### src/design/tws_pkg.sv
// Shared constants and types for the two-wire slave transmitter block
package tws_pkg;

    // Register byte offsets on the APB
    localparam logic [7:0] OFS_STATUS   = 8'h00;
    localparam logic [7:0] OFS_CONTROL  = 8'h04;
    localparam logic [7:0] OFS_DATA     = 8'h08;
    localparam logic [7:0] OFS_OWN_ADDR = 8'h0c;
    localparam logic [7:0] OFS_IRQ_STAT = 8'h10;
    localparam logic [7:0] OFS_IRQ_MASK = 8'h14;

    // Control register bit positions
    localparam int CR_STEP  = 7;
    localparam int CR_ACK   = 6;
    localparam int CR_START = 5;
    localparam int CR_STOP  = 4;
    localparam int CR_EN    = 2;

    // Interrupt status and mask bit positions
    localparam int IRQ_STEP = 0;
    localparam int IRQ_BERR = 1;
    localparam int IRQ_W    = 2;

    // Status codes, full byte with prescaler bits at zero
    localparam logic [7:0] ST_OWN_READ  = 8'ha8;
    localparam logic [7:0] ST_ARB_READ  = 8'hb0;
    localparam logic [7:0] ST_DATA_ACK  = 8'hb8;
    localparam logic [7:0] ST_DATA_NACK = 8'hc0;
    localparam logic [7:0] ST_LAST_ACK  = 8'hc8;
    localparam logic [7:0] ST_NO_INFO   = 8'hf8;
    localparam logic [7:0] ST_BUS_ERR   = 8'h00;

    // Reset values
    localparam logic [7:0] OWN_ADDR_RST = 8'h00;
    localparam logic [7:0] DATA_RST     = 8'hff;

    // Bits in one byte on the wire
    localparam logic [3:0] BYTE_BITS = 4'h8;

    // START hold time and its cycle count at the pclk rate
    localparam int CLK_NS         = 5;
    localparam int START_HOLD_NS  = 4000;
    localparam int START_HOLD_CYC = (START_HOLD_NS + CLK_NS - 1) / CLK_NS;
    localparam int HOLD_W         = $clog2(START_HOLD_CYC + 1);

    // Slave engine states
    typedef enum logic [2:0] {
        S_IDLE,
        S_ADDR,
        S_ADDR_ACK,
        S_TX_HOLD,
        S_TX_BIT,
        S_TX_ACK,
        S_ERROR,
        S_START_GEN
    } tws_state_e;

endpackage : tws_pkg

### src/design/tws_line_if.sv
// Synchronised line levels and bus conditions between watcher and engine
`timescale 1ns/1ps
interface tws_line_if;
    logic scl;
    logic sda;
    logic scl_rise;
    logic scl_fall;
    logic start_det;
    logic stop_det;

    modport watch (output scl, sda, scl_rise, scl_fall, start_det, stop_det);
    modport core  (input  scl, sda, scl_rise, scl_fall, start_det, stop_det);
endinterface : tws_line_if

### src/design/tws_slave_tx.sv
// Two-wire slave transmitter with status codes, bus error and APB registers
//
// What this block does
// - Own address with read acknowledged: report A8, then send loaded byte.
// - Arbitration lost then addressed for read: acknowledge, report B0, send byte.
// - Byte acknowledged by master: report B8, send next byte per acknowledge-enable.
// - Byte not acknowledged: report C0, go not addressed, recognition per acknowledge-enable.
// - Final byte still acknowledged: report C8, then go not addressed.
// - Start request on C0/C8 answer: send START once bus is free.
// - While step flag is clear, status reads F8.
// - START or STOP inside a frame is bus error: status 00, flag set.
// - Recovery: stop bit plus flag write returns idle, clears only stop bit.
// - During recovery both lines are released and no STOP is sent.
// - Data register contents are not guaranteed to mirror the bus.
// - Not addressed after final byte: master clocking ignored, data line released.
// - Own address register: upper seven bits address, low bit general call enable.
// - Acknowledge-enable low: own address ignored, bus still watched.
//
// The APB slave port and the register offsets were left to the implementer.
`timescale 1ns/1ps
module tws_slave_tx
    import tws_pkg::*;
#(
    parameter int ADDR_W = 8
)(
    input  wire logic              pclk,
    input  wire logic              presetn,
    input  wire logic [ADDR_W-1:0] paddr,
    input  wire logic              psel,
    input  wire logic              penable,
    input  wire logic              pwrite,
    input  wire logic [31:0]       pwdata,
    output logic      [31:0]       prdata,
    output logic                   pready,
    output logic                   pslverr,
    input  wire logic              scl_i,
    input  wire logic              sda_i,
    output logic                   scl_o,
    output logic                   scl_oe_n,
    output logic                   sda_o,
    output logic                   sda_oe_n,
    input  wire logic              arb_lost,
    output logic                   irq
);

    typedef struct packed {
        tws_state_e          state;
        logic [3:0]          bitcnt;
        logic [7:0]          shifter;
        logic [4:0]          code;
        logic                step;
        logic                ack_en;
        logic                start_req;
        logic                stop_req;
        logic                enable;
        logic [1:0]          presc;
        logic [7:0]          data;
        logic [7:0]          own;
        logic [IRQ_W-1:0]    irq_st;
        logic [IRQ_W-1:0]    irq_mask;
        logic                irq;
        logic                last;
        logic                acked;
        logic                arb;
        logic                busy;
        logic [HOLD_W-1:0]   hold_cnt;
        logic                sda_oe_n;
        logic                scl_oe_n;
        logic                pready;
        logic                pslverr;
        logic [31:0]         prdata;
    } tws_core_s;

    tws_core_s q;
    tws_core_s next_q;

    tws_line_if ln ();

    logic              wr;
    logic              setup;
    logic              bus_err;
    logic              own_read;
    logic              set_step;
    logic [7:0]        addr8;

    // Line synchroniser and condition detector
    tws_line_watch u_watch (
        .pclk    (pclk),
        .presetn (presetn),
        .scl_i   (scl_i),
        .sda_i   (sda_i),
        .ln      (ln)
    );

    // Bus phase decode
    assign addr8 = paddr[7:0];
    assign setup = psel && !penable;
    assign wr    = psel && penable && q.pready && pwrite;

    // Frame position errors: START or STOP inside address, data or acknowledge
    assign bus_err = (ln.start_det || ln.stop_det) &&
                     ((q.state == S_ADDR && q.bitcnt != 4'h0) || q.state == S_ADDR_ACK ||
                      q.state == S_TX_BIT || q.state == S_TX_ACK);

    // Only own address with read enters transmit; general call never reads
    assign own_read = q.ack_en && q.shifter[0] &&
                      (q.shifter[7:1] == q.own[7:1]);

    // Next-state logic: bus engine, then register writes
    always_comb begin
        next_q        = q;
        set_step      = 1'b0;
        next_q.pready = setup;
        if (arb_lost) begin
            next_q.arb = 1'b1;
        end
        // Bus busy between START and STOP
        if (ln.start_det) begin
            next_q.busy = 1'b1;
        end else if (ln.stop_det) begin
            next_q.busy = 1'b0;
        end
        case (q.state)
            S_IDLE: begin
                // Not addressed: ignore any clocking, keep lines released
                next_q.sda_oe_n = 1'b1;
                next_q.scl_oe_n = 1'b1;
                if (q.enable && ln.start_det) begin
                    next_q.state  = S_ADDR;
                    next_q.bitcnt = 4'h0;
                end else if (q.start_req && !q.busy && !q.step) begin
                    next_q.state    = S_START_GEN;
                    next_q.hold_cnt = '0;
                end
            end
            S_ADDR: begin
                if (ln.start_det) begin
                    next_q.bitcnt = 4'h0;
                end else if (ln.scl_rise) begin
                    next_q.shifter = {q.shifter[6:0], ln.sda};
                    next_q.bitcnt  = q.bitcnt + 4'h1;
                end else if (ln.scl_fall && q.bitcnt == BYTE_BITS) begin
                    if (own_read) begin
                        next_q.sda_oe_n = 1'b0;
                        next_q.state    = S_ADDR_ACK;
                    end else begin
                        next_q.state = S_IDLE;
                    end
                end
            end
            S_ADDR_ACK: begin
                if (ln.scl_fall) begin
                    next_q.sda_oe_n = 1'b1;
                    next_q.scl_oe_n = 1'b0;
                    set_step        = 1'b1;
                    next_q.code     = q.arb ? ST_ARB_READ[7:3] : ST_OWN_READ[7:3];
                    next_q.arb      = 1'b0;
                    next_q.state    = S_TX_HOLD;
                end
            end
            S_TX_HOLD: begin
                // Clock held low until software clears the step flag
                if (!q.step) begin
                    next_q.scl_oe_n = 1'b1;
                    if (q.code == ST_DATA_NACK[7:3] || q.code == ST_LAST_ACK[7:3]) begin
                        next_q.sda_oe_n = 1'b1;
                        next_q.state    = S_IDLE;
                    end else begin
                        next_q.shifter  = q.data;
                        next_q.last     = !q.ack_en;
                        next_q.sda_oe_n = q.data[7];
                        next_q.bitcnt   = 4'h1;
                        next_q.state    = S_TX_BIT;
                    end
                end
            end
            S_TX_BIT: begin
                if (ln.scl_fall) begin
                    if (q.bitcnt == BYTE_BITS) begin
                        next_q.sda_oe_n = 1'b1;
                        next_q.state    = S_TX_ACK;
                    end else begin
                        next_q.sda_oe_n = q.shifter[6];
                        next_q.shifter  = {q.shifter[6:0], 1'b0};
                        next_q.bitcnt   = q.bitcnt + 4'h1;
                    end
                end
            end
            S_TX_ACK: begin
                if (ln.scl_rise) begin
                    next_q.acked = !ln.sda;
                end else if (ln.scl_fall) begin
                    set_step        = 1'b1;
                    next_q.scl_oe_n = 1'b0;
                    next_q.state    = S_TX_HOLD;
                    if (!q.acked) begin
                        next_q.code = ST_DATA_NACK[7:3];
                    end else if (q.last) begin
                        next_q.code = ST_LAST_ACK[7:3];
                    end else begin
                        next_q.code = ST_DATA_ACK[7:3];
                    end
                end
            end
            S_ERROR: begin
                next_q.sda_oe_n = 1'b1;
                next_q.scl_oe_n = 1'b1;
            end
            S_START_GEN: begin
                // Pull data low with clock high; master logic takes over from here
                next_q.sda_oe_n = 1'b0;
                next_q.hold_cnt = q.hold_cnt + 1'b1;
                if (q.hold_cnt == HOLD_W'(START_HOLD_CYC - 1)) begin
                    next_q.sda_oe_n  = 1'b1;
                    next_q.start_req = 1'b0;
                    next_q.state     = S_IDLE;
                end
            end
            default: begin
                next_q.state = S_IDLE;
            end
        endcase
        // Bus error overrides whatever the engine was doing
        if (bus_err) begin
            next_q.state    = S_ERROR;
            next_q.code     = ST_BUS_ERR[7:3];
            next_q.sda_oe_n = 1'b1;
            next_q.scl_oe_n = 1'b1;
            set_step        = 1'b1;
        end
        // Registered read data, taken in the setup cycle
        next_q.pslverr = 1'b0;
        if (setup) begin
            next_q.prdata = '0;
            if (addr8 == OFS_STATUS) begin
                next_q.prdata[7:0] = {(q.step ? q.code : ST_NO_INFO[7:3]),
                                      1'b0, q.presc};
            end else if (addr8 == OFS_CONTROL) begin
                next_q.prdata[CR_STEP]  = q.step;
                next_q.prdata[CR_ACK]   = q.ack_en;
                next_q.prdata[CR_START] = q.start_req;
                next_q.prdata[CR_STOP]  = q.stop_req;
                next_q.prdata[CR_EN]    = q.enable;
            end else if (addr8 == OFS_DATA) begin
                next_q.prdata[7:0] = q.data;
            end else if (addr8 == OFS_OWN_ADDR) begin
                next_q.prdata[7:0] = q.own;
            end else if (addr8 == OFS_IRQ_STAT) begin
                next_q.prdata[IRQ_W-1:0] = q.irq_st;
            end else if (addr8 == OFS_IRQ_MASK) begin
                next_q.prdata[IRQ_W-1:0] = q.irq_mask;
            end else begin
                next_q.pslverr = 1'b1;
            end
        end
        // Register writes take effect at the access edge
        if (wr) begin
            if (addr8 == OFS_STATUS) begin
                next_q.presc = pwdata[1:0];
            end else if (addr8 == OFS_CONTROL) begin
                next_q.ack_en    = pwdata[CR_ACK];
                next_q.start_req = pwdata[CR_START];
                next_q.stop_req  = pwdata[CR_STOP];
                next_q.enable    = pwdata[CR_EN];
                if (pwdata[CR_STEP]) begin
                    next_q.step = 1'b0;
                    // Recovery touches only internal state and the stop bit
                    if (q.state == S_ERROR && pwdata[CR_STOP]) begin
                        next_q.state    = S_IDLE;
                        next_q.stop_req = 1'b0;
                        next_q.ack_en   = q.ack_en;
                        next_q.start_req = q.start_req;
                        next_q.enable   = q.enable;
                    end
                end
            end else if (addr8 == OFS_DATA) begin
                next_q.data = pwdata[7:0];
            end else if (addr8 == OFS_OWN_ADDR) begin
                next_q.own = pwdata[7:0];
            end else if (addr8 == OFS_IRQ_STAT) begin
                next_q.irq_st = q.irq_st & ~pwdata[IRQ_W-1:0];
            end else if (addr8 == OFS_IRQ_MASK) begin
                next_q.irq_mask = pwdata[IRQ_W-1:0];
            end
        end
        // Hardware set beats a same-cycle software clear
        if (set_step) begin
            next_q.step             = 1'b1;
            next_q.irq_st[IRQ_STEP] = 1'b1;
        end
        if (bus_err) begin
            next_q.irq_st[IRQ_BERR] = 1'b1;
        end
        next_q.irq = |(next_q.irq_st & next_q.irq_mask);
    end

    // State register
    always_ff @(posedge pclk or negedge presetn) begin
        if (!presetn) begin
            q          <= '0;
            q.state    <= S_IDLE;
            q.data     <= DATA_RST;
            q.own      <= OWN_ADDR_RST;
            q.sda_oe_n <= 1'b1;
            q.scl_oe_n <= 1'b1;
        end else begin
            q <= next_q;
        end
    end

    // Open-drain pins only ever pull low
    assign scl_o    = 1'b0;
    assign sda_o    = 1'b0;
    assign scl_oe_n = q.scl_oe_n;
    assign sda_oe_n = q.sda_oe_n;
    assign prdata   = q.prdata;
    assign pready   = q.pready;
    assign pslverr  = q.pslverr;
    assign irq      = q.irq;

    chk_no_info_code: assert property (@(posedge pclk) disable iff (!presetn)
        (setup && addr8 == OFS_STATUS && !q.step) |=> (prdata[7:3] == ST_NO_INFO[7:3]))
        else $error("status not F8 while step flag clear");

    chk_own_read_code: assert property (@(posedge pclk) disable iff (!presetn)
        (q.state == S_ADDR_ACK && ln.scl_fall && !q.arb) |=>
        (q.step && q.code == ST_OWN_READ[7:3] && !scl_oe_n))
        else $error("own read not reported as A8");

    chk_arb_read_code: assert property (@(posedge pclk) disable iff (!presetn)
        (q.state == S_ADDR_ACK && ln.scl_fall && q.arb) |=> (q.step && q.code == ST_ARB_READ[7:3]))
        else $error("arbitration read not reported as B0");

    chk_data_ack_code: assert property (@(posedge pclk) disable iff (!presetn)
        (q.state == S_TX_ACK && ln.scl_fall && q.acked && !q.last) |=>
        (q.step && q.code == ST_DATA_ACK[7:3] && q.state == S_TX_HOLD))
        else $error("acked byte not reported as B8");

    chk_nack_code: assert property (@(posedge pclk) disable iff (!presetn)
        (q.state == S_TX_ACK && ln.scl_fall && !q.acked) |=> (q.code == ST_DATA_NACK[7:3]))
        else $error("nacked byte not reported as C0");

    chk_last_ack_code: assert property (@(posedge pclk) disable iff (!presetn)
        (q.state == S_TX_ACK && ln.scl_fall && q.acked && q.last) |=> (q.code == ST_LAST_ACK[7:3]))
        else $error("acked final byte not reported as C8");

    chk_bus_err_flag: assert property (@(posedge pclk) disable iff (!presetn)
        (((q.state == S_ADDR && q.bitcnt != 4'h0) || q.state == S_TX_BIT) && ln.stop_det) |=>
        (q.state == S_ERROR && q.step && q.code == ST_BUS_ERR[7:3]))
        else $error("misplaced STOP not flagged as bus error");

    chk_recover_idle: assert property (@(posedge pclk) disable iff (!presetn)
        (wr && addr8 == OFS_CONTROL && q.state == S_ERROR && pwdata[CR_STEP] && pwdata[CR_STOP]) |=>
        (q.state == S_IDLE && !q.stop_req && q.ack_en == $past(q.ack_en)))
        else $error("bus error recovery wrong");

    chk_err_released: assert property (@(posedge pclk) disable iff (!presetn)
        (q.state == S_ERROR) |=> (sda_oe_n && scl_oe_n))
        else $error("lines driven during bus error");

    chk_idle_quiet: assert property (@(posedge pclk) disable iff (!presetn)
        (q.state == S_IDLE && $past(q.state) == S_IDLE) |-> sda_oe_n)
        else $error("data line driven while not addressed");

    chk_no_ack_off: assert property (@(posedge pclk) disable iff (!presetn)
        (q.state == S_ADDR && ln.scl_fall && q.bitcnt == BYTE_BITS && !q.ack_en) |=>
        (q.state == S_IDLE && sda_oe_n))
        else $error("address acknowledged with acknowledge disabled");

    chk_start_free: assert property (@(posedge pclk) disable iff (!presetn)
        (q.state == S_START_GEN && $past(q.state) != S_START_GEN) |-> ($past(q.start_req) && !$past(q.busy)))
        else $error("START generated on busy bus");

    chk_presc_field: assert property (@(posedge pclk) disable iff (!presetn)
        (setup && addr8 == OFS_STATUS) |=> (prdata[1:0] == $past(q.presc) && prdata[2] == 1'b0))
        else $error("status low bits not the prescaler field");

endmodule : tws_slave_tx

### src/design/tws_line_watch.sv
// Two-flop synchroniser and START/STOP/edge detection for the bus lines
`timescale 1ns/1ps
module tws_line_watch
    import tws_pkg::*;
(
    input  wire logic   pclk,
    input  wire logic   presetn,
    input  wire logic   scl_i,
    input  wire logic   sda_i,
    tws_line_if.watch   ln
);

    typedef struct packed {
        logic scl_m;
        logic scl_s;
        logic scl_d;
        logic sda_m;
        logic sda_s;
        logic sda_d;
    } tws_watch_s;

    tws_watch_s q;
    tws_watch_s next_q;

    // Shift pins through two flops, then keep one older copy
    always_comb begin
        next_q       = q;
        next_q.scl_m = scl_i;
        next_q.scl_s = q.scl_m;
        next_q.scl_d = q.scl_s;
        next_q.sda_m = sda_i;
        next_q.sda_s = q.sda_m;
        next_q.sda_d = q.sda_s;
    end

    // Idle bus is high, so reset to ones to avoid a false START
    always_ff @(posedge pclk or negedge presetn) begin
        if (!presetn) begin
            q <= '1;
        end else begin
            q <= next_q;
        end
    end

    // Only the second and later flops feed any logic
    assign ln.scl       = q.scl_s;
    assign ln.sda       = q.sda_s;
    assign ln.scl_rise  = q.scl_s & ~q.scl_d;
    assign ln.scl_fall  = ~q.scl_s & q.scl_d;
    assign ln.start_det = q.scl_s & q.scl_d & q.sda_d & ~q.sda_s;
    assign ln.stop_det  = q.scl_s & q.scl_d & ~q.sda_d & q.sda_s;

endmodule : tws_line_watch

### config.mk
export PLATFORM = sky130hd
export DESIGN_NAME = tws_slave_tx
export DESIGN_NICKNAME = d
export VERILOG_FILES = /design/src/design/tws_pkg.sv /design/src/design/tws_line_if.sv /design/src/design/tws_slave_tx.sv /design/src/design/tws_line_watch.sv
export SDC_FILE = /design/constraint.sdc
export NUM_CORES = 1
export LEC_CHECK = 0
export ABC_AREA = 1
export BUFFER_PORTS_ARGS = -buffer_cell sky130_fd_sc_hd__buf_2
export CORE_ASPECT_RATIO = 0.8
export CORE_MARGIN = 2
export CORE_UTILIZATION = 45
export DETAILED_ROUTE_END_ITERATION = 8
export MAX_ROUTING_LAYER = met4
export PLACE_DENSITY = 0.67
export SYNTH_ARGS = -nofsm -noshare
export SYNTH_HDL_FRONTEND = slang
export SYNTH_HIERARCHICAL = 1
export SYNTH_SLANG_ARGS = --single-unit
### constraint.sdc
create_clock -name pclk -period 2.5 [get_ports pclk]
set_clock_uncertainty 0.2 [all_clocks]
set_input_delay 0.125 -clock pclk [delete_from_list [all_inputs] [get_ports pclk]]
set_output_delay 0.125 -clock pclk [all_outputs]
set_load 0.01 [all_outputs]
Yosys cells after proc, flatten, opt, wreduce, memory -nomap -nowiden
Cells that the tools add are included.
- bits in registers: 80
- word-level logic and storage cells: 244
- add/sub/neg operators: 2
- eq/ne operators: 39
- mux-type cells: 101
- bitwise operators: 19
- reduce and logical (&&, ||, !) cells: 52
- operator list (operator ; number):
    12-bit two-way mux ; 4
    3-bit two-way mux ; 16
    5-bit two-way mux ; 9
    20-bit two-way mux ; 2
    8-bit two-way mux ; 5
    33-bit two-way mux ; 1
    1-bit two-way mux ; 31
    15-bit two-way mux ; 2
    27-bit two-way mux ; 1
    3-bit inequality test (second input constant) ; 9
    2-bit two-way mux ; 13
    4-bit two-way mux ; 6
    8-bit one-hot mux with 3 select lines ; 1
    2-bit inequality test (second input constant) ; 11
    3-bit one-hot mux with 7 select lines ; 1
    10-bit two-way mux ; 2
    10-bit one-hot mux with 2 select lines ; 1
    8-bit by 4-bit == test with 1-bit output (second input constant) ; 2
    8-bit by 5-bit == test with 1-bit output (second input constant) ; 2
    4-bit one-hot mux with 4 select lines ; 1
    4-bit AND reduction ; 4
    7-bit AND reduction ; 2
    1-bit logical AND ; 13
    3-bit == test (second input constant) ; 4
    34 further kinds ; 70

Logic depth before layout (Yosys ltp)
Gate-level depths: netlist of run 1.
- depth after elaboration: 13
- mapped depth: 12
- depth with buffers taken out: 11

Cells and area by module
The synthesis of run 1 kept the hierarchy.
- modules (own cells, without submodules) (module ; instances ; cells an instance ; area an instance (um^2) ; seq. area each (um^2)):
    tws_slave_tx ; 1 ; 583 ; 4326.6 ; 1864.3
    tws_line_watch ; 1 ; 17 ; 198.9 ; 157.7

Worst setup path before layout of run 1
No wires, ideal clock.
- kind: reg2reg
- from: reg u_watch.q (netlist bit u_watch/ln.scl)
- to: reg q[42] in the netlist's numbering
- setup time: 0.126 ns
- arrival time: 1.597 ns
- path slack: 0.577 ns
- cell stages (with the launch flop): 10
- buffers on the path: 0
- period minus slack after synthesis: 1.923 ns
- cell sequence: dfstp_2 -> nand2_1 -> nor2_1 -> nand2_1 -> o22ai_2 -> inv_2 -> nand3_1 -> nand2_1 -> nand2_1 -> nor2_1
- longest elaborated chain between the ends: 6
- RTL lines (what ; RTL line ; RTL):
    start, declared ; tws_line_watch.sv:22 ; tws_watch_s q;
    start signal, assigned ; tws_line_watch.sv:41 ; q <= next_q;
    1-bit bitwise AND (3 in a row) ; tws_line_watch.sv:50 ; assign ln.start_det = q.scl_s & q.scl_d & q.sda_d & ~q.sda_s;
    named net ln.start_det ; tws_line_if.sv:8 ; logic start_det;
    1-bit logical AND ; tws_slave_tx.sv:128 ; if (q.enable && ln.start_det) begin
    2-bit inequality test (no line) ; -- ;
    3-bit AND reduction (no line) ; -- ;
    end signal, assigned ; tws_slave_tx.sv:307 ; q <= next_q;
    end, declared ; tws_slave_tx.sv:74 ; tws_core_s q;
The timed path passes the listed nets, and every way through them passes these cells.
A chain may end at the register's enable or synchronous reset.

Final worst setup path of run 1
Same ends and word-level chain as after synthesis.

==> run_results.csv, run 1 <==
group,metric,value,unit
finish,nets,703,
worst_hold_path,hold_class,"primary input to asynchronous set/reset pin",
cts,clock_path_buffers,2,
detailed_routing,drtIter0Drc,328,
global_routing,grt_max_degree,49,
run,cap_viol_max_count,0,
finish,mostFrequentLayoutCell,"nand2_1",
detailed_routing,wl_per_cell,14.0,um
run_status,status,"complete, no violations",
global_routing,grt_pass1_vias,3667,
sta,setup_ws,222,ps
detailed_routing,drcViolationCount,0,
synthesis,synthCells,600,
finish,antenna-diode-count,0,
synthesis,async_flop_share,100,%
synthesis,syn_area_per_cell,7.54,um^2
sta,setup_violations,0,
worst_setup_path,reg2reg_to,"q[42]",
synthesis,synth_edf_count,0,
floorplan,die_w,116,um
sta,tns,0,ps
cts,htree_levels,3,
synthesis,yosysUniqueCellTypes,36,
power_and_ir_drop,vdd.ir_drop.worst,583,uV
worst_setup_path,cp-start-kind,"flip-flop",
placed_design,dp_slack,277,ps
worst_setup_path,arrival,2300,ps
floorplan,fp.dieH,93.7,um
sta,rsz0062_at_grt,"no",
cts,insertion_delay,340,ps
finish,final_util,52.8,%
cts,cts_sinks,80,
floorplan,die-area,0.0109,mm^2
finish,layout_common_cells,"nand2_1 (145), inv_1 (75), nor2_1 (64), dfrtp_1 (64), o21ai_0 (54)",
global_routing,grt_use_total,22.5,%
cts,cts.clk_slew.worst_paths,60,ps
power_and_ir_drop,power,4.28,mW
finish,syn_to_final_growth,13.5,%
floorplan,start_util,46.5,%
synthesis,yosys_warnings,6,
sta,hold_viol_final,0,
detailed_routing,drtPass1Iterations,5,
sta,hold_ws,63.3,ps
power_and_ir_drop,powerDensity,833,mW/mm^2
placed_design,post-dp-hpwl,8.18,mm
worst_setup_path,cp-startpoint,"u_watch/ln.scl",
global_routing,antenna_found_initial,0,
worst_setup_path,reg2reg_from,"u_watch/ln.scl",
cts,cts_tree,"done",
sta,timing.fmax,439,MHz
sta,period_needed,2280,ps
detailed_routing,routed_via_density,5.11,
worst_setup_path,required,2530,ps
sta,maxSlewViolCount,0,
finish,multiInputGateArea,0.00199,mm^2
synthesis,ys_ff_latch,80,
cts,cts_made_buffers,9,
worst_setup_path,crit_type,"flip-flop to flip-flop",
worst_setup_path,ff2ff_path_depth,9,
global_routing,grt-ovfl-total,0,
sta,min_period_over_period,91.1,%
worst_setup_path,cp-end-kind,"flip-flop",
cts,root_buffer,"clkbuf_16",
floorplan,pin_count,87,
finish,final_layout_size_suffix_gt1_share,14.5,%
finish,nFillCells,955,
synthesis,synth_seq_area_share,44.7,%
global_routing,grt_pass1_wl,18.1,mm
floorplan,rows,32,
worst_setup_path,endpoint,"q[42]",
placed_design,gp_congestion,0.958,
finish,regArea,0.00202,mm^2
worst_setup_path,path_max_fanout,7,
detailed_routing,ant_nets,0,
synthesis,synth_top_flop_cell,"dfrtp_1",
synthesis,syn_area,0.00453,mm^2
worst_setup_path,reg2reg_slack,220,ps
cts,postCtsResizedCells,0,
detailed_routing,num_vias,4050,
placed_design,portBuffers,36,
power_and_ir_drop,p_leak,2.54,nW
floorplan,core,0.00973,mm^2
detailed_routing,routed_wl,11.1,mm
## cell families (layout without fill, tap and decap cells)
group           after synthesis  after routing  synth area share [%]
compound gates              104            104                  12.4
xor+xnor                      5              5                 0.968
fa+ha+maj                     3              3                 0.830
buf+inv                     120            152                  13.4
flops                        80             80                  44.7
other cells                   1             26                0.0829
simple gates                287            287                  27.6
## cell usage after synthesis (2+ instances only)
cell type | instances | area share [%]
dfrtp_1 | 64 | 35
o21ai_1 | 5 | 0.55
nor2_2 | 5 | 0.69
o22ai_1 | 6 | 0.83
buf_4 | 34 | 5.6
nand2_4 | 2 | 0.50
nor2_4 | 3 | 0.75
nand4_1 | 12 | 1.7
nor2_1 | 64 | 5.3
xor2_1 | 4 | 0.77
o21a_1 | 3 | 0.50
o21ai_0 | 54 | 6.0
ha_1 | 3 | 0.83
inv_2 | 5 | 0.41
nand2_2 | 5 | 0.69
nor4_1 | 3 | 0.41
nand2_1 | 145 | 12
buf_6 | 4 | 1.0
nand3_2 | 2 | 0.44
a31oi_1 | 4 | 0.55
inv_1 | 75 | 6.2
nor3_1 | 9 | 1.0
dfstp_2 | 16 | 9.3
a21oi_1 | 27 | 3.0
nand3_1 | 35 | 3.9
## what timing repair did
item / 4_1_cts / 5_1_grt
hold endpoints to repair: 104 / 0
buffers inserted: 0 / 0
hold buffers: 15 / 0
## registers in the layout, indices dropped and copies added, names as in the netlist
signal          cells
pslverr             1
u_watch/next_q      2
u_watch/q           2
prdata              8
u_watch/ln.scl      1
pready              1
sda_oe_n            1
q                  61
irq                 1
scl_oe_n            1
u_watch/ln.sda      1
## worst min path at each step
stage	end	from	cells past startpoint	slack, ps
2_1_floorplan	irq	presetn	0	-370
3_3_place_gp	prdata[4]	presetn	1	-110
3_5_place_dp	prdata[7]	presetn	1	-100
4_1_cts	prdata[7]	presetn	2	70
5_1_grt	prdata[7]	presetn	2	100
6_report	prdata[4]	presetn	2	60
## layer usage
| metal | track usage (%) | wire length [um] | vias to the layer above |
|---|---|---|---|
| met5 | - | 0 | - |
| met2 | 31.4 | 4770 | 152 |
| met4 | 5.95 | 132 | 0 |
| met3 | 6.71 | 899 | 13 |
| li1 | - | - | 1984 |
| met1 | 31.9 | 5270 | 1901 |
## final cells by class
| type | count | share of cell area [%] |
|---|---|---|
| clock buffers | 12 | 4.80 |
| clock inverters | 4 | 0.560 |
| inverters | 81 | 5.92 |
| multi-input cells | 425 | 38.7 |
| flip-flops and latches | 80 | 39.4 |
| well taps | 136 | 3.31 |
| repair buffers | 55 | 7.31 |
## worst max-delay path, cell delays in order (launching register included)
cell and delay (ps):
dfstp_2 560, nand2_1 70, nor2_1 370, nand2_1 210, o22ai_2 400, inv_2 130
nand3_1 90, nand2_1 50, nand2_1 50, nor2_1 40
## power by group
part | internal, mW | switching [mW] | total, mW
clock | 0.702 | 0.536 | 1.24
sequential | 1.53 | 0.192 | 1.72
combinational | 0.451 | 0.869 | 1.32
total | 2.68 | 1.60 | 4.28
## through the flow
stage	cell area (um^2)	cells
floorplan	4620	625
global route	5140	793
CTS	5140	793
detailed placement	4710	762
global placement	4710	762
finish	5140	793
Power figures use the tool's default switching activity.
==> inputs of run 2 (changes only) <==
--- a/config.mk
+++ b/config.mk
@@ -6,7 +6,7 @@
 export NUM_CORES = 1
 export LEC_CHECK = 0
 export ABC_AREA = 1
-export BUFFER_PORTS_ARGS = -buffer_cell sky130_fd_sc_hd__buf_2
+export BUFFER_PORTS_ARGS = -buffer_cell sky130_fd_sc_hd__clkbuf_2
 export CORE_ASPECT_RATIO = 0.8
 export CORE_MARGIN = 2
 export CORE_UTILIZATION = 45
==> run_results.csv, run 2 (synthesized netlist as in run 1, its figures left out) <==
group,metric,value,unit
global_routing,grt_use_total,22.8,%
placed_design,dp.cells,760,
finish,largest_reg_flops,61,
worst_setup_path,cp-end-kind,"flip-flop",
finish,syn_to_final_growth,14.5,%
floorplan,pin_count,87,
run,cap_viol_max_count,0,
cts,cts.clk_slew.worst_paths,70,ps
worst_setup_path,max_stage_delay,550,ps
sta,maxSlewViolCount,0,
worst_setup_path,path_cells,"nand2_1 -> nor2_1 -> nand2_1 -> o22ai_2 -> inv_2 -> nand3_1 -> nand2_1 -> nand2_1 -> nor2_1",
worst_setup_path,cp-start-kind,"flip-flop",
cts,root_buffer,"clkbuf_16",
finish,antenna-diode-count,0,
sta,tightest_slew,563,ps
finish,mostFrequentLayoutCell,"nand2_1",
power_and_ir_drop,powerDensity,874,mW/mm^2
detailed_routing,wl_per_cell,14.0,um
run_status,status,"complete, no violations",
global_routing,antenna_found_initial,0,
finish,nFillCells,932,
power_and_ir_drop,vdd.ir_drop.worst,437,uV
detailed_routing,drcViolationCount,0,
power_and_ir_drop,p_leak,2.57,nW
worst_setup_path,crit_slowest_cell,"dfstp_2",
sta,rsz0062_at_grt,"no",
detailed_routing,num_vias,4014,
cts,insertion_delay,340,ps
detailed_routing,drtIter0Drc,291,
placed_design,post-dp-hpwl,8.27,mm
sta,setup_violations,0,
worst_setup_path,crit_buf_inv,1,
finish,final_layout_size_suffix_gt1_share,14.5,%
detailed_routing,ant_nets,0,
detailed_routing,routed_via_density,5.07,
global_routing,grt_pass1_wl,18.6,mm
detailed_routing,drtPass1Iterations,5,
placed_design,portBuffers,36,
worst_setup_path,critPathMostFrequentCell,"nand2_1",
cts,cts_setup_buffers,0,
worst_hold_path,hold_class,"primary input to flip-flop",
floorplan,die-area,0.0109,mm^2
finish,fin_cells,791,
cts,cts_sinks,80,
sta,hold_ws,77.0,ps
floorplan,rows,32,
power_and_ir_drop,power,4.53,mW
sta,timing.fmax,450,MHz
placed_design,gp_congestion,0.988,
floorplan,fp.dieH,93.7,um
global_routing,grt_pass1_vias,3787,
finish,top_register,"q",
worst_setup_path,crit_type,"flip-flop to flip-flop",
cts,cts_tree,"done",
floorplan,die_w,116,um
cts,cts_made_buffers,9,
sta,tns,0,ps
cts,clock_path_buffers,2,
global_routing,grt_max_degree,44,
sta,relSlewSlack,62.5,%
worst_setup_path,required,2530,ps
detailed_routing,routed_wl,11.0,mm
worst_setup_path,crit_family,"simple AND/OR/NAND/NOR gates",
finish,nets,701,
finish,layout_common_cells,"nand2_1 (145), inv_1 (75), nor2_1 (64), dfrtp_1 (64), o21ai_0 (54)",
sta,min_period_over_period,89.0,%
sta,hold_viol_final,0,
worst_setup_path,path_max_fanout,7,
sta,period_needed,2220,ps
global_routing,grt-ovfl-total,0,
cts,htree_levels,3,
floorplan,core,0.00973,mm^2
worst_setup_path,arrival,2250,ps
floorplan,start_util,46.5,%
run 2: worst register-to-register path, cell delays in order, from the launching register on:
cell	delay, ps
dfstp_2	550
nand2_1	80
nor2_1	340
nand2_1	200
o22ai_2	370
inv_2	130
nand3_1	90
nand2_1	50
nand2_1	50
nor2_1	40
run 2: worst paths after layout:
kind / startpoint / end / slack (ps) / depth (start not counted)
hold reg to reg: u_watch/next_q[1] / u_watch/ln.sda / 150 / 0
min in group asynchronous: presetn / prdata[4] / 120 / 2
max in group asynchronous: presetn / sda_oe_n / 1310 / 3
setup / recovery: u_watch/ln.scl / q[42] / 280 / 9
setup reg to reg: u_watch/ln.scl / q[42] / 280 / 9
hold / removal: pwrite / q[51] / 80 / 5
run 2: timing repair:
action                                 CTS  global route
setup endpoints to repair                0             0
hold buffers                            15             0
endpoints found under the hold margin   76             0
gates resized for setup                  0             0
run 2: power breakdown:
part | internal [mW] | total [mW] | switching [mW] | leakage, nW
clock network | 0.918 | 1.48 | 0.565 | 0.166
registers | 1.53 | 1.73 | 0.199 | 0.987
logic | 0.449 | 1.32 | 0.874 | 1.41
run 2: routing by layer:
layer  vias to the layer above  part of all wire (%)  GRT usage, %
li1                       1979                     -             -
met1                      1875                    48          31.9
met2                       147                    43          32.6
met3                        13                   7.9          6.45
met4                         0                   1.5          6.55
met5                         -                     0             -
run 2: final cells by class:
| cell class | instances | area [um^2] | area share [%] |
|---|---|---|---|
| Clock inverter | 6 | 97.6 | 1.88 |
| Timing Repair Buffer | 53 | 360 | 6.95 |
| Clock buffer | 10 | 239 | 4.61 |
| Multi-Input combinational cell | 425 | 1990 | 38.4 |
| Tap cell | 136 | 170 | 3.28 |
| Sequential cell | 80 | 2020 | 39.0 |
| Inverter | 81 | 304 | 5.87 |
run 2: per-stage QoR:
step	cell area [um^2]	setup WS (ps)	utilization, %
global route	5180	102	53.3
CTS	5180	301	53.3
finish	5180	276	53.3
detailed placement	4700	311	48.3
floorplan	4620	577	-
global placement	4700	346	48.3
==> inputs of run 3 (changes only) <==
--- a/config.mk
+++ b/config.mk
@@ -12,7 +12,7 @@
 export CORE_UTILIZATION = 45
 export DETAILED_ROUTE_END_ITERATION = 8
 export MAX_ROUTING_LAYER = met4
-export PLACE_DENSITY = 0.67
+export PLACE_DENSITY = 0.71
 export SYNTH_ARGS = -nofsm -noshare
 export SYNTH_HDL_FRONTEND = slang
 export SYNTH_HIERARCHICAL = 1
==> run_results.csv, run 3 (synthesized netlist as in run 1, its figures left out) <==
group,metric,value,unit
global_routing,grt_pass1_wl,17.5,mm
sta,min_period_over_period,88.9,%
cts,insertion_delay,340,ps
finish,final_cell_area,0.00514,mm^2
cts,cts_made_buffers,9,
finish,syn_to_final_growth,13.7,%
sta,tns,0,ps
placed_design,portBuffers,36,
run_status,status,"complete, no violations",
floorplan,fp.dieH,93.7,um
power_and_ir_drop,p_leak,2.54,nW
floorplan,rows,32,
sta,maxSlewViolCount,0,
floorplan,start_util,46.5,%
worst_setup_path,path_cells,"inv_1 -> nor2_1 -> inv_1 -> nor2_1 -> nand2_1 -> nor2_1 -> nand3_1 -> nand2_1 -> nand3_1 -> nand2_1 -> nand2_1",
finish,nFillCells,920,
finish,final_layout_size_suffix_gt1_share,14.2,%
worst_setup_path,arrival,2290,ps
global_routing,grt-ovfl-total,0,
global_routing,antenna_found_initial,0,
placed_design,place_area,0.00470,mm^2
power_and_ir_drop,vdd.ir_drop.worst,422,uV
sta,hold_viol_final,0,
worst_setup_path,reg2reg_slack,280,ps
placed_design,post-dp-hpwl,8.15,mm
detailed_routing,drtPass1Iterations,5,
cts,postCtsResizedCells,0,
placed_design,dp_slack,359,ps
sta,timing.fmax,450,MHz
floorplan,die_w,116,um
worst_setup_path,path_max_fanout,6,
finish,antenna-diode-count,0,
floorplan,core,0.00973,mm^2
finish,largest_reg_flops,61,
worst_setup_path,reg2reg_from,"u_watch/q[3]",
worst_setup_path,required,2570,ps
detailed_routing,ant_nets,0,
finish,multiInputGateArea,0.00199,mm^2
cts,clock_path_buffers,2,
sta,setup_ws,279,ps
worst_setup_path,endpoint,"sda_oe_n",
worst_setup_path,cp-startpoint,"u_watch/q[3]",
worst_setup_path,critPathMostFrequentCell,"nand2_1",
cts,cts_tree,"done",
worst_setup_path,reg2reg_to,"sda_oe_n",
cts,root_buffer,"clkbuf_16",
power_and_ir_drop,powerDensity,846,mW/mm^2
finish,nets,701,
detailed_routing,routed_via_density,5.04,
floorplan,pin_count,87,
worst_setup_path,crit_type,"flip-flop to flip-flop",
worst_setup_path,crit_slowest_cell,"dfstp_2",
worst_setup_path,cp-start-kind,"flip-flop",
finish,top_register,"q",
finish,regArea,0.00202,mm^2
run,cap_viol_max_count,0,
worst_setup_path,ff2ff_path_depth,11,
cts,cts.clk_slew.worst_paths,60,ps
finish,mostFrequentLayoutCell,"nand2_1",
sta,rsz0062_at_grt,"no",
global_routing,grt_max_degree,47,
placed_design,gp_congestion,0.958,
worst_hold_path,hold_class,"primary input to asynchronous set/reset pin",
global_routing,grt_use_total,21.6,%
floorplan,die-area,0.0109,mm^2
cts,cts_sinks,80,
worst_setup_path,cp-end-kind,"flip-flop",
sta,setup_violations,0,
sta,period_needed,2220,ps
worst_setup_path,max_stage_delay,540,ps
cts,htree_levels,3,
detailed_routing,wl_per_cell,13.4,um
detailed_routing,drtIter0Drc,362,
detailed_routing,routed_wl,10.6,mm
detailed_routing,drcViolationCount,0,
finish,layout_common_cells,"nand2_1 (145), inv_1 (75), nor2_1 (64), dfrtp_1 (64), o21ai_0 (54)",
detailed_routing,num_vias,3980,
global_routing,grt_pass1_vias,3545,
[run 3: cell types whose count changed in the layout (fill, tap and decap cells not counted), sizes merged]
cell,before,now
inv,83,80
bufinv,2,1
clkbuf,45,46
clkinv,2,3
clkinvlp,0,1
[run 3: how the worst min path moves through the flow]
stage | cells past startpoint | start | slack (ps) | endpoint
floorplan | 0 | presetn | -370 | irq
global placement | 1 | presetn | -90 | prdata[3]
detailed placement | 1 | presetn | -90 | q[61]
CTS | 5 | paddr[4] | 70 | q[51]
global route | 5 | pwrite | 100 | q[52]
finish | 2 | presetn | 70 | q[61]
[run 3: what timing repair did]
item                                   in CTS  in global routing
endpoints found under the hold margin     107                  0
hold buffers                               15                  0
setup buffers                               0                  0
[run 3: critical path, delay by kind of cell (launching register included)]
family / cells / cell delay, ps
AND/OR/NAND/NOR: 9 / 1180
flip-flops: 1 / 540
buffers and inverters: 2 / 250
[run 3: layout make-up]
class                           instances  area share (%)
Clock buffer                           11            4.72
Clock inverter                          4            1.07
Inverter                               81            5.91
Multi-Input combinational cell        425            38.7
Sequential cell                        80            39.3
Tap cell                              136            3.31
Timing Repair Buffer                   53            7.01
[run 3: metrics by stage]
stage               hold WS [ps]  utilization, %  std cells  power, mW
global placement           -90.4            48.3        760       2.97
detailed placement         -94.1            48.3        760       3.01
finish                      74.0            52.9        790       4.35
floorplan                   -371               -        625       2.75
global route                 100            52.9        790       4.68
CTS                         73.9            52.9        790       4.37
[run 3: where the power goes]
group / internal, mW / switching, mW
combinational: 0.448 / 0.868
clock: 0.798 / 0.521
sequential: 1.53 / 0.189
[run 3: per-layer routing]
layer	vias to the layer above	share of wire (%)	track usage [%]
met3	14	8.6	7.87
met1	1861	47	30.8
li1	1971	-	-
met5	-	0	-
met2	134	43	28.7
met4	0	1.3	6.25
